### src/aisr_pkg.sv
// constants of the analog input and address switch readout
// assumes an object dictionary style access port (index, subindex) in front of it
package aisr_pkg;

  // object dictionary indices
  localparam logic [15:0] OD_IDX_ANALOG_VALUES = 16'h3220;
  localparam logic [15:0] OD_IDX_ANALOG_MODE = 16'h3221;
  localparam logic [15:0] OD_IDX_ADDR_SWITCH = 16'h3225;

  // subindices
  localparam logic [7:0] OD_SUB_COUNT = 8'h00;
  localparam logic [7:0] OD_SUB_FIRST = 8'h01;
  localparam logic [7:0] OD_SUB_SECOND = 8'h02;

  // entry contents and values after reset
  localparam logic [7:0] ANALOG_CHANNEL_COUNT = 8'h02;
  localparam logic [7:0] ADDRESS_SWITCH_COUNT = 8'h01;
  localparam logic [1:0] MODE_CONTROL_RESET = 2'h0;
  localparam logic [15:0] ANALOG_VALUE_RESET = 16'h0000;
  localparam logic [15:0] SWITCH_VALUE_RESET = 16'h0000;

  // field positions in the mode control word
  localparam int MODE_BIT_CH_ONE = 0;
  localparam int MODE_BIT_CH_TWO = 1;
  localparam int MODE_FIELD_WIDTH = 2;

  // digit scaling: full code against full scale
  localparam int ADC_FULL_SCALE_DIGITS = 1023;
  localparam int VOLTAGE_FULL_SCALE_V = 10;
  localparam int CURRENT_FULL_SCALE_MA = 20;

  // buffer geometry
  localparam int SAMPLE_BUFFER_DEPTH = 2;

  // address switch capture states
  typedef enum logic [0:0] {
    SW_ARMED = 1'b0,
    SW_HELD = 1'b1
  } aisr_sw_state_t;

endpackage

### src/aisr_sample_buffer.sv
// two-entry sample buffer with valid and ready on both sides
// assumes one clock and an asynchronous active-low reset
`timescale 1ns/1ns
module aisr_sample_buffer
  import aisr_pkg::*;
#(
  parameter int WIDTH = 17,
  parameter int DEPTH = SAMPLE_BUFFER_DEPTH
) (
  input wire logic clk,
  input wire logic rst_n,
  input wire logic in_valid,
  output logic in_ready,
  input wire logic [WIDTH-1:0] in_data,
  output logic out_valid,
  input wire logic out_ready,
  output logic [WIDTH-1:0] out_data
);

  localparam int PW = (DEPTH > 1) ? $clog2(DEPTH) : 1;
  localparam int CW = $clog2(DEPTH + 1);
  localparam logic [CW-1:0] FULL_COUNT = CW'(DEPTH);
  localparam logic [PW-1:0] LAST_PTR = PW'(DEPTH - 1);

  typedef struct packed {
    logic [DEPTH-1:0][WIDTH-1:0] mem;
    logic [PW-1:0] wr_ptr;
    logic [PW-1:0] rd_ptr;
    logic [CW-1:0] count;
    logic ready;
  } aisr_buf_state_t;

  aisr_buf_state_t s_q;
  aisr_buf_state_t s_d;
  logic push;
  logic pop;

  assign push = in_valid && s_q.ready;
  assign pop = out_ready && (s_q.count != '0);

  always_comb begin
    s_d = s_q;
    if (push) begin
      s_d.mem[s_q.wr_ptr] = in_data;
      s_d.wr_ptr = (s_q.wr_ptr == LAST_PTR) ? '0 : s_q.wr_ptr + 1'b1;
    end
    if (pop) begin
      s_d.rd_ptr = (s_q.rd_ptr == LAST_PTR) ? '0 : s_q.rd_ptr + 1'b1;
    end
    if (push && !pop) begin
      s_d.count = s_q.count + 1'b1;
    end else if (pop && !push) begin
      s_d.count = s_q.count - 1'b1;
    end
    s_d.ready = (s_d.count != FULL_COUNT);
  end

  always_ff @(posedge clk or negedge rst_n) begin
    if (!rst_n) begin
      s_q <= '{mem: '0, wr_ptr: '0, rd_ptr: '0, count: '0, ready: 1'b1};
    end else begin
      s_q <= s_d;
    end
  end

  assign in_ready = s_q.ready;
  assign out_valid = (s_q.count != '0);
  assign out_data = s_q.mem[s_q.rd_ptr];

endmodule

### src/aisr_top.sv
// analog input and node address switch readout, seen through object dictionary entries
// assumes converter samples arrive as a valid/ready stream and switch pins are static
//
// Functional notes
// - each analog channel has a read-only entry with its latest raw converter digits.
// - a count entry reads two analog channels.
// - in voltage mode 1023 digits stand for 10 V.
// - in current mode, where fitted, 1023 digits stand for 20 mA.
// - a cleared mode bit selects voltage, a set bit selects current.
// - mode bit 0 belongs to analog channel one.
// - mode bit 1 belongs to analog channel two and the other bits do nothing.
// - current mode only takes hold on a channel whose hardware supports it.
// - the address switch is read once after restart and then held.
// - with one switch fitted its value sits in the switch entry at subindex 01.
// - with two switches fitted both are joined into the 16-bit entry at subindex 01.
`timescale 1ns/1ns
module aisr_top
  import aisr_pkg::*;
#(
  parameter logic [1:0] CURRENT_CAPABLE = 2'h3,
  parameter int SWITCHES_FITTED = 1,
  parameter int SWITCH_WIDTH = 8
) (
  input wire logic CLK_SYS,
  input wire logic NRST,
  input wire logic [15:0] OD_INDEX,
  input wire logic [7:0] OD_SUB,
  input wire logic OD_RD,
  input wire logic OD_WR,
  input wire logic [31:0] OD_WDATA,
  output logic [31:0] OD_RDATA,
  output logic OD_ACK,
  output logic OD_ERR,
  input wire logic ADC_VALID,
  input wire logic ADC_CHAN,
  input wire logic [15:0] ADC_DATA,
  output logic ADC_READY,
  input wire logic [SWITCH_WIDTH-1:0] SW_ONE,
  input wire logic [SWITCH_WIDTH-1:0] SW_TWO,
  output logic [1:0] CH_CURRENT,
  output logic SW_CAPTURED
);

  localparam int NCH = 2;
  localparam int SAMPLE_W = 17;

  typedef struct packed {
    logic [MODE_FIELD_WIDTH-1:0] mode;
    logic [NCH-1:0][15:0] ch_val;
    logic [15:0] sw_val;
    aisr_sw_state_t sw_state;
    logic [NCH-1:0] cur_sel;
    logic [31:0] rdata;
    logic ack;
    logic err;
  } aisr_state_t;

  localparam aisr_state_t STATE_RESET = '{
    mode: MODE_CONTROL_RESET,
    ch_val: {NCH{ANALOG_VALUE_RESET}},
    sw_val: SWITCH_VALUE_RESET,
    sw_state: SW_ARMED,
    cur_sel: '0,
    rdata: 32'h00000000,
    ack: 1'b0,
    err: 1'b0
  };

  aisr_state_t s_q;
  aisr_state_t s_d;

  // sample stream through the buffer
  logic buf_out_valid;
  logic buf_out_ready;
  logic [SAMPLE_W-1:0] buf_out_data;
  logic [NCH-1:0] ch_update;
  logic [NCH-1:0] cur_eff;
  logic read_values;
  logic [15:0] sw_joined;

  aisr_sample_buffer #(
    .WIDTH(SAMPLE_W),
    .DEPTH(SAMPLE_BUFFER_DEPTH)
  ) u_buffer (
    .clk(CLK_SYS),
    .rst_n(NRST),
    .in_valid(ADC_VALID),
    .in_ready(ADC_READY),
    .in_data({ADC_CHAN, ADC_DATA}),
    .out_valid(buf_out_valid),
    .out_ready(buf_out_ready),
    .out_data(buf_out_data)
  );

  // drain stalls while a read of the analog entries is taken, so the read sees settled values
  assign read_values = OD_RD && !OD_WR && (OD_INDEX == OD_IDX_ANALOG_VALUES);
  assign buf_out_ready = !read_values;

  // per-channel sample steering and mode gating
  genvar gi;
  generate
    for (gi = 0; gi < NCH; gi++) begin : g_chan
      // a sample tagged with this channel number refreshes its entry
      assign ch_update[gi] = buf_out_valid && buf_out_ready &&
                             (buf_out_data[16] == 1'(gi));
      // current selection needs both the mode bit and hardware support
      assign cur_eff[gi] = s_q.mode[gi] && CURRENT_CAPABLE[gi];
    end
  endgenerate

  // one switch fills the low byte, two are joined with switch two on top
  generate
    if (SWITCHES_FITTED >= 2) begin : g_two_sw
      assign sw_joined = {SW_TWO[7:0], SW_ONE[7:0]};
    end else begin : g_one_sw
      assign sw_joined = {8'h00, SW_ONE[7:0]};
    end
  endgenerate

  always_comb begin
    s_d = s_q;
    s_d.ack = 1'b0;
    s_d.err = 1'b0;

    // analog values follow the converter
    for (int i = 0; i < NCH; i++) begin
      if (ch_update[i]) begin
        s_d.ch_val[i] = buf_out_data[15:0];
      end
    end

    // the mode output follows the stored control word masked by CURRENT_CAPABLE
    s_d.cur_sel = cur_eff;

    // switch capture once after restart
    unique case (s_q.sw_state)
      SW_ARMED: begin
        s_d.sw_val = sw_joined;
        s_d.sw_state = SW_HELD;
      end
      SW_HELD: begin
        s_d.sw_val = s_q.sw_val;
      end
    endcase

    // object dictionary writes
    if (OD_WR) begin
      s_d.ack = 1'b1;
      s_d.rdata = 32'h00000000;
      if (OD_INDEX == OD_IDX_ANALOG_MODE && OD_SUB == OD_SUB_COUNT) begin
        s_d.mode[MODE_BIT_CH_ONE] = OD_WDATA[MODE_BIT_CH_ONE];
        s_d.mode[MODE_BIT_CH_TWO] = OD_WDATA[MODE_BIT_CH_TWO];
      end else begin
        s_d.err = 1'b1;
      end
    end else if (OD_RD) begin
      // object dictionary reads
      s_d.ack = 1'b1;
      s_d.rdata = 32'h00000000;
      unique case (OD_INDEX)
        OD_IDX_ANALOG_VALUES: begin
          if (OD_SUB == OD_SUB_COUNT) begin
            s_d.rdata = {24'h000000, ANALOG_CHANNEL_COUNT};
          end else if (OD_SUB == OD_SUB_FIRST) begin
            // digits read raw; 1023 is 10 V or 20 mA by the channel's mode
            s_d.rdata = {{16{s_q.ch_val[0][15]}}, s_q.ch_val[0]};
          end else if (OD_SUB == OD_SUB_SECOND) begin
            s_d.rdata = {{16{s_q.ch_val[1][15]}}, s_q.ch_val[1]};
          end else begin
            s_d.err = 1'b1;
          end
        end
        OD_IDX_ANALOG_MODE: begin
          if (OD_SUB == OD_SUB_COUNT) begin
            s_d.rdata = {30'h00000000, s_q.mode};
          end else begin
            s_d.err = 1'b1;
          end
        end
        OD_IDX_ADDR_SWITCH: begin
          if (OD_SUB == OD_SUB_COUNT) begin
            s_d.rdata = {24'h000000, ADDRESS_SWITCH_COUNT};
          end else if (OD_SUB == OD_SUB_FIRST) begin
            s_d.rdata = {16'h0000, s_q.sw_val};
          end else begin
            s_d.err = 1'b1;
          end
        end
        default: begin
          s_d.err = 1'b1;
        end
      endcase
    end
  end

  always_ff @(posedge CLK_SYS or negedge NRST) begin
    if (!NRST) begin
      s_q <= STATE_RESET;
    end else begin
      s_q <= s_d;
    end
  end

  assign OD_RDATA = s_q.rdata;
  assign OD_ACK = s_q.ack;
  assign OD_ERR = s_q.err;
  assign CH_CURRENT = s_q.cur_sel;
  assign SW_CAPTURED = (s_q.sw_state == SW_HELD);

endmodule

### config.mk
export PLATFORM = sky130hd
export DESIGN_NAME = aisr_top
export DESIGN_NICKNAME = d
export VERILOG_FILES = /design/src/aisr_pkg.sv /design/src/aisr_sample_buffer.sv /design/src/aisr_top.sv
export SDC_FILE = /design/constraint.sdc
export NUM_CORES = 1
export LEC_CHECK = 0
export BUFFER_PORTS_ARGS = -buffer_cell sky130_fd_sc_hd__buf_2
export CAP_MARGIN = 10
export CORE_MARGIN = 8
export CORE_UTILIZATION = 25
export CTS_CLUSTER_SIZE = 14
export DETAILED_ROUTE_END_ITERATION = 16
export SLEW_MARGIN = 20
export SYNTH_ARGS = -nofsm -noshare
export SYNTH_HDL_FRONTEND = slang
export SYNTH_SLANG_ARGS = --single-unit
### constraint.sdc
create_clock -name CLK_SYS -period 5.2 [get_ports CLK_SYS]
set_input_delay 0.26 -clock CLK_SYS [delete_from_list [all_inputs] [get_ports CLK_SYS]]
set_output_delay 0.26 -clock CLK_SYS [all_outputs]
set_load 0.03 [all_outputs]
==> results of run 1 <==
[stage by stage]
stage | util (%) | total power (W) | setup WS (ns) | hold WS, ns | cell area (µm²)
6_report | 30.2 | 0.00294 | 2.74 | 0.153 | 5440
5_1_grt | 30.2 | 0.00315 | 2.50 | 0.145 | 5440
4_1_cts | 30.1 | 0.00296 | 2.38 | 0.141 | 5430
3_5_place_dp | 28.1 | 0.00216 | 2.38 | 0.225 | 5060
3_3_place_gp | 28.1 | 0.00210 | 2.46 | 0.212 | 5060
2_1_floorplan | - | 0.00192 | 3.19 | -0.0356 | 4590
[worst max-delay path, delay by kind of cell, from the launching register on]
| family | cells | cell delay (ns) |
|---|---|---|
| DFF | 1 | 0.98 |
| AOI/OAI and AO/OA | 2 | 0.62 |
| muxes | 1 | 0.46 |
| buffers and inverters | 1 | 0.27 |
| and+or+nand+nor | 1 | 0.06 |
[cell families after synthesis]
group | count (synthesis) | share of synthesized area, %
buffers and inverters | 57 | 7.43
adder cells (fa/ha/maj) | 1 | 0.272
flip-flops | 102 | 55.6
XOR/XNOR | 3 | 0.572
other | 1 | 0.0816
AO/OA/AOI/OAI | 86 | 11.1
multiplexers | 61 | 14.5
AND/OR/NAND/NOR | 98 | 10.4
[power breakdown]
part	total [W]	internal (W)	switching (W)
Combinational	0.000893	0.000412	0.000481
Sequential	0.00126	0.00109	0.000170
Clock	0.000782	0.000496	0.000286
[worst max-delay path by stage]
stage	to	slack [ns]
2_1_floorplan	s_q[59]	3.19
3_3_place_gp	s_q[63]	2.46
3_5_place_dp	s_q[55]	2.38
4_1_cts	s_q[62]	2.38
5_1_grt	s_q[63]	2.50
6_report	s_q[63]	2.74
[registers in the layout, summed over array words and instances (netlist names)]
| signal | count |
|---|---|
| s_q | 40 |
| u_buffer.s_q | 38 |
| OD_RDATA | 16 |
| CH_CURRENT | 2 |
| cur_eff | 2 |
| OD_ACK | 1 |
| OD_ERR | 1 |
| SW_CAPTURED | 1 |
| u_buffer.in_ready | 1 |
[per-layer routing]
| layer | vias up | global-route usage [%] | routed length [µm] |
|---|---|---|---|
| met5 | - | 0 | 116 |
| met4 | 16 | 3.87 | 163 |
| met3 | 27 | 4.25 | 961 |
| met2 | 86 | 15.0 | 4960 |
| met1 | 1532 | 10.8 | 4270 |
| li1 | 1515 | - | - |
[synth_stat cells, drive strengths merged (2+ instances only)]
cell / n / area (µm²)
nand2b: 2 / 12.5
mux2: 45 / 507
mux2i: 16 / 160
or4: 2 / 18.8
nand2: 25 / 93.8
a211oi: 2 / 15.0
xnor2: 2 / 17.5
dfrtp: 101 / 2530
a22oi: 15 / 113
nand4: 2 / 12.5
inv: 7 / 26.3
o21ai: 19 / 95.1
clkbuf: 15 / 56.3
nand3: 3 / 15.0
nor4: 4 / 25.0
or4b: 3 / 30.0
buf: 35 / 259
a21oi: 37 / 185
nor2: 42 / 165
a21o: 7 / 52.6
nor4b: 2 / 17.5
nor3: 5 / 25.0
[layout make-up]
cell class / count / area share, %
flip-flops and latches: 102 / 46.9
multi-input cells: 250 / 31.5
repair buffers: 97 / 9.26
well taps: 229 / 5.26
clock buffers: 11 / 4.64
clock inverters: 5 / 1.93
inverters: 7 / 0.483
[layout by cell type (no fill, tap or decap), types with 3 or more instances in the layout]
master and n:
inv_1 7, a22oi_1 15, nor2_1 41, nand2_1 25, nor3_1 5, a21oi_1 37
mux2_2 45, nor4_1 4, o21ai_0 19, bufinv_16 3, mux2i_1 16, dfrtp_1 101
clkbuf_16 9, a21o_1 7, buf_2 92, nand3_1 3, buf_4 3
==> key figures, run 1 <==
Layout
  • Share of post-route cells with drive strength above 1: 35.0%
  • Storage cell area: about 2600 µm²
  • # nets final: ~560
  • Post-route insts no fill: 701
  • Multi-input logic area: around 1700 µm²
  • Ant diodes: 0
  • Layout Area Growth over Synthesis: 18.5%
  • Fill count: between 1,500 and 2,000

Hold path
  • Hold Crit Start: SW_ONE[1]
  • Min-delay worst type: in -> reg
  • Hold Path Depth: 2
  • Hold Path End: s_q[38]

Flow run
  • Max cap viols: 0

STA
  • Total negative setup slack: 0 ns
  • Final min period: approximately 2.5 ns
  • Slew Limit Headroom: a little over a quarter
  • Count of pins over their slew limit: 0
  • # setup viols final: 0
  • Fin crit share: a little under half
  • Max Clock Skew: ~0.0062 ns
  • Count of final hold-check violations: 0
  • Fmax: 0.407 GHz
  • Worst Max-Slew Pin Slew: 1.09 ns
  • RSZ-0062 raised after global routing: no

Critical path
  • Critical Path AT: 2.72 ns
  • R2r startpoint: u_buffer.s_q[3]
  • Worst-case reg-to-reg path depth: 5
  • Max FO, Critical Path: 21
  • FF-to-FF End: s_q[63]
  • Crit path from: u_buffer.s_q[3]
  • Crit path launch type: flop
  • Crit Path Class: reg -> reg
  • Cell Chain, Critical Path: mux2_2 > a211oi_4 > buf_6 > nor2_1 > a21oi_1
  • Critical Path RT: between 5 and 6 ns
  • CP endpoint kind: flop
  • Crit path max-delay cell type: dfrtp_1
  • Critical path's largest stage delay: between 0.9 and 1 ns
  • FF-to-FF setup slack: 2.74 ns

Logic synthesis
  • Synth warnings: 0
  • Ys flop type: dfrtp_1
  • Syn nets: 504
  • Post-synthesis cell count: 409
  • Sequential-to-total area share from yosys stat: 55.6%
  • Area of the mapped netlist: 4590 µm²
  • Mean Syn Cell Area: between 10 and 15 µm²
  • Async S/R FF share, synth: 100%
  • Register bit count reported by yosys: between 100 and 150
  • Post-synth EDFFs: 0
  • Post-synth cell types: 44

Clock tree
  • Clock sink count: between 100 and 150
  • TritonCTS clock tree: built
  • Num CTS Buffers: 9
  • Worst-case clock buffer depth: 2
  • H-tree levels: 3
  • Worst skew pair latency: roughly 0.34 ns
  • Root Driver: clkbuf_16
  • Setup Buffers After CTS: 0
  • Reg clk slew, reported paths: 0.07 ns
  • Post_cts resized: 0
  • # hold bufs at CTS: 1

Detailed routing
  • Routed Antenna Nets: 0
  • Vias: 3,176
  • Wire length per cell: roughly 15 µm
  • DRT Wirelength: about 10 mm
  • Initial DRC count: ~160
  • DR DRC count: 0
  • Post-DR vias/cell: roughly 4.5
  • DR pass1 iterations: 4

Floorplan
  • Initial core utilization: between 20% and 30%
  • # IOs: ~130
  • DIE AREA: around 23,000 µm²
  • Die height: 152 µm
  • CORE AREA: 18,000 µm²
  • Row count: between 40 and 50
  • Die width: between 150 and 200 µm

Placed design
  • Buffers on Ports: 93
  • Hpwl dp: 7.78 mm
  • Placed Instances: around 700
  • Final GP Congestion: 0.756

GRT
  • Largest net degree at the start of global routing: 70
  • Initial antenna violation count: 8
  • First-pass GRT wire length: between 15 and 20 mm
  • Grt ovf: 0
  • Total GRT Usage: under 10%
  • Via count of the first global-routing pass: 3,258

Power
  • Power Density: 539 nW/µm²
  • LEAKAGE: about 2.5 nW
  • Worst vdd ir: between 150 and 200 µV

Outcome
  • Status: complete, no violations
Power figures use the tool's default switching activity.
==> run 2, diff against run 1 <==
==> constraint.sdc (replaced) <==
create_clock -name CLK_SYS -period 2.5 [get_ports CLK_SYS]
set_input_delay 0.125 -clock CLK_SYS [delete_from_list [all_inputs] [get_ports CLK_SYS]]
set_output_delay 0.125 -clock CLK_SYS [all_outputs]
set_load 0.03 [all_outputs]
==> key figures, run 2 (synthesized netlist as in run 1, its figures left out) <==
Clock tree
  • H-tree levels: 3 (unchanged)
  • Setup Buffers After CTS: 0 (unchanged)
  • Num CTS Buffers: 9 (unchanged)
  • Worst-case clock buffer depth: 2 (unchanged)
  • TritonCTS clock tree: built
  • Clock sink count: 102 (unchanged)
  • Worst skew pair latency: 0.34 ns (about the same)
  • Reg clk slew, reported paths: 0.07 ns (about the same)
  • Root Driver: clkbuf_16

STA
  • Fmax: 0.496 GHz (+22%)
  • # setup viols final: 0 (unchanged)
  • Max Clock Skew: 0.00893 ns (+0.00273 ns)
  • Count of pins over their slew limit: 0 (unchanged)
  • Fin crit share: 80.6% (+33 points)
  • Hold WS: 0.0149 ns (-0.138 ns)
  • Total negative setup slack: 0 ns (unchanged)
  • Final min period: 2.02 ns (-0.443 ns)
  • Setup WS post-layout: 0.484 ns (-2.26 ns)
  • RSZ-0062 raised after global routing: no
  • Slew Limit Headroom: 55.0% (+28 points)
  • Worst Max-Slew Pin Slew: 0.671 ns (-0.420 ns)
  • Count of final hold-check violations: 0 (unchanged)

Critical path
  • Crit path launch type: flop
  • Max FO, Critical Path: 4 (-81%)
  • Critical Path AT: 2.27 ns (-0.45 ns)
  • Crit Path Class: reg -> reg
  • Critical Path RT: 2.75 ns (-2.71 ns)
  • R2r startpoint: u_buffer.s_q[2]
  • CP endpoint kind: flop
  • Crit path from: u_buffer.s_q[2]

Outcome
  • Status: complete, no violations

Layout
  • Layout Area Growth over Synthesis: 18.8%
  • Most common cell after layout, fill and taps aside: dfrtp_1
  • # nets final: 568 (+1.1%)
  • Top reg by flops: s_q
  • Ant diodes: 0 (unchanged)
  • Final Cell Area: 5460 µm² (+0.23%)
  • Most frequent cells in the layout: dfrtp_1, buf_2, mux2_2, nor2_1, a21oi_1
  • Share of post-route cells with drive strength above 1: 35.4% (+0.40 points)
  • Max reg flops: 40 (unchanged)

Detailed routing
  • DR pass1 iterations: 6 (+2)
  • Vias: 3,193 (+0.54%)
  • DRT Wirelength: 10.4 mm (-0.53%)
  • Routed Antenna Nets: 0 (unchanged)
  • Initial DRC count: 183 (+18%)
  • Post-DR vias/cell: 4.52 (-0.32%)
  • Wire length per cell: 14.7 µm (-1.4%)
  • DR DRC count: 0 (unchanged)

Floorplan
  • Row count: 49 (unchanged)
  • DIE AREA: 23,000 µm² (unchanged)
  • Die height: 152 µm (unchanged)
  • Die width: 152 µm (unchanged)
  • # IOs: 132 (unchanged)
  • CORE AREA: 18,000 µm² (unchanged)
  • Initial core utilization: 25.5% (unchanged)

Placed design
  • Final GP Congestion: 0.815 (+7.9%)
  • Post-DP Area: 5120 µm² (+1.3%)
  • Post-place setup slack: 0.320 ns (-2.06 ns)
  • Hpwl dp: 7.83 mm (+0.61%)
  • Buffers on Ports: 93 (unchanged)

GRT
  • Met2 Resource Use GR: 14.8% (-0.20 points)
  • Layer with the highest usage: met2
  • Grt met1 use: 10.7% (-0.12 points)
  • First-pass GRT wire length: 16.7 mm (-0.45%)
  • Grt ovf: 0 (unchanged)
  • Met3 Track Usage GR: 4.04% (-0.21 points)
  • Initial antenna violation count: 9 (+1)
  • Largest net degree at the start of global routing: 63 (-10%)
  • Total GRT Usage: 9.23% (-0.17 points)
  • Via count of the first global-routing pass: 3,303 (+1.4%)

Flow run
  • Max cap viols: 0 (unchanged)

Hold path
  • Hold Crit Start: OD_WDATA[0]
  • Min-delay worst type: in -> reg

Power
  • Switching portion of total power: 33.5% (+1.7 points)
  • Combinational share of power: 32.6% (+2.2 points)
  • Pwr Total: 0.00594 W (+100%)
  • Power Density: 1090 nW/µm² (+100%)
  • Worst vdd ir: 440 µV (+140%)
  • LEAKAGE: 2.54 nW (+0.65%)
  • Sequential share of power: 43.0% (about the same)
  • Sw Pwr: 0.00199 W (+110%)
  • Clk network pwr share: 24.3% (-2.3 points)
  • Int Pwr: 0.00395 W (+97%)
-- run 2: cell type report --
| class | instances | area (µm²) |
|---|---|---|
| sequential | 102 | 2550 |
| tap | 229 | 287 |
| inverter | 7 | 26.3 |
| clock buffer | 9 | 225 |
| clock inverter | 7 | 86.3 |
| timing repair buffer | 103 | 564 |
| fill | 1864 | 12600 |
| multi-input combinational | 250 | 1710 |
-- run 2: power groups by stage --
stage                     Sequential [W]  Clock [W]  Combinational (W)
after global placement           0.00255          0            0.00184
after CTS                        0.00256    0.00149            0.00196
after detailed placement         0.00259          0            0.00194
after floorplan                  0.00252          0            0.00147
after global routing             0.00264    0.00155            0.00219
final                            0.00256    0.00145            0.00194
-- run 2: path summary, 6_finish.rpt --
path                                      to  slack (ns)  cells after the start
max                        u_buffer.in_ready        0.48                      7
min                               cur_eff[0]        0.01                      2
max reg2reg                u_buffer.in_ready        0.48                      7
min reg2reg                    CH_CURRENT[0]        0.41                      0
max in group asynchronous        OD_RDATA[0]        1.48                      3
min in group asynchronous    u_buffer.s_q[1]        0.30                      2
-- run 2: timing repair --
action	CTS	global route
setup endpoints to repair	0	0
resized for setup	0	0
hold buffers	1	1
hold endpoints to repair	39	1
-- run 2: critical path, cell delays in order (launching register included) --
cell     delay (ns)
dfrtp_1        0.39
inv_1          0.10
ha_1           0.27
inv_1          0.11
nand3_1        0.12
nor2_1         0.04
or3_1          0.37
or4_1          0.52
-- run 2: metrics by stage --
step                utilization [%]  std cells
finish                         30.3        707
global placement               28.4        688
detailed placement             28.4        689
global route                   30.3        707
CTS                            30.2        706
floorplan                         -        409
-- run 2: layer usage --
metal  vias up  share of wire (%)
met5         -                1.0
met1      1510                 40
met3        26                 10
met4        18                1.4
met2       102                 47
li1       1537                  -
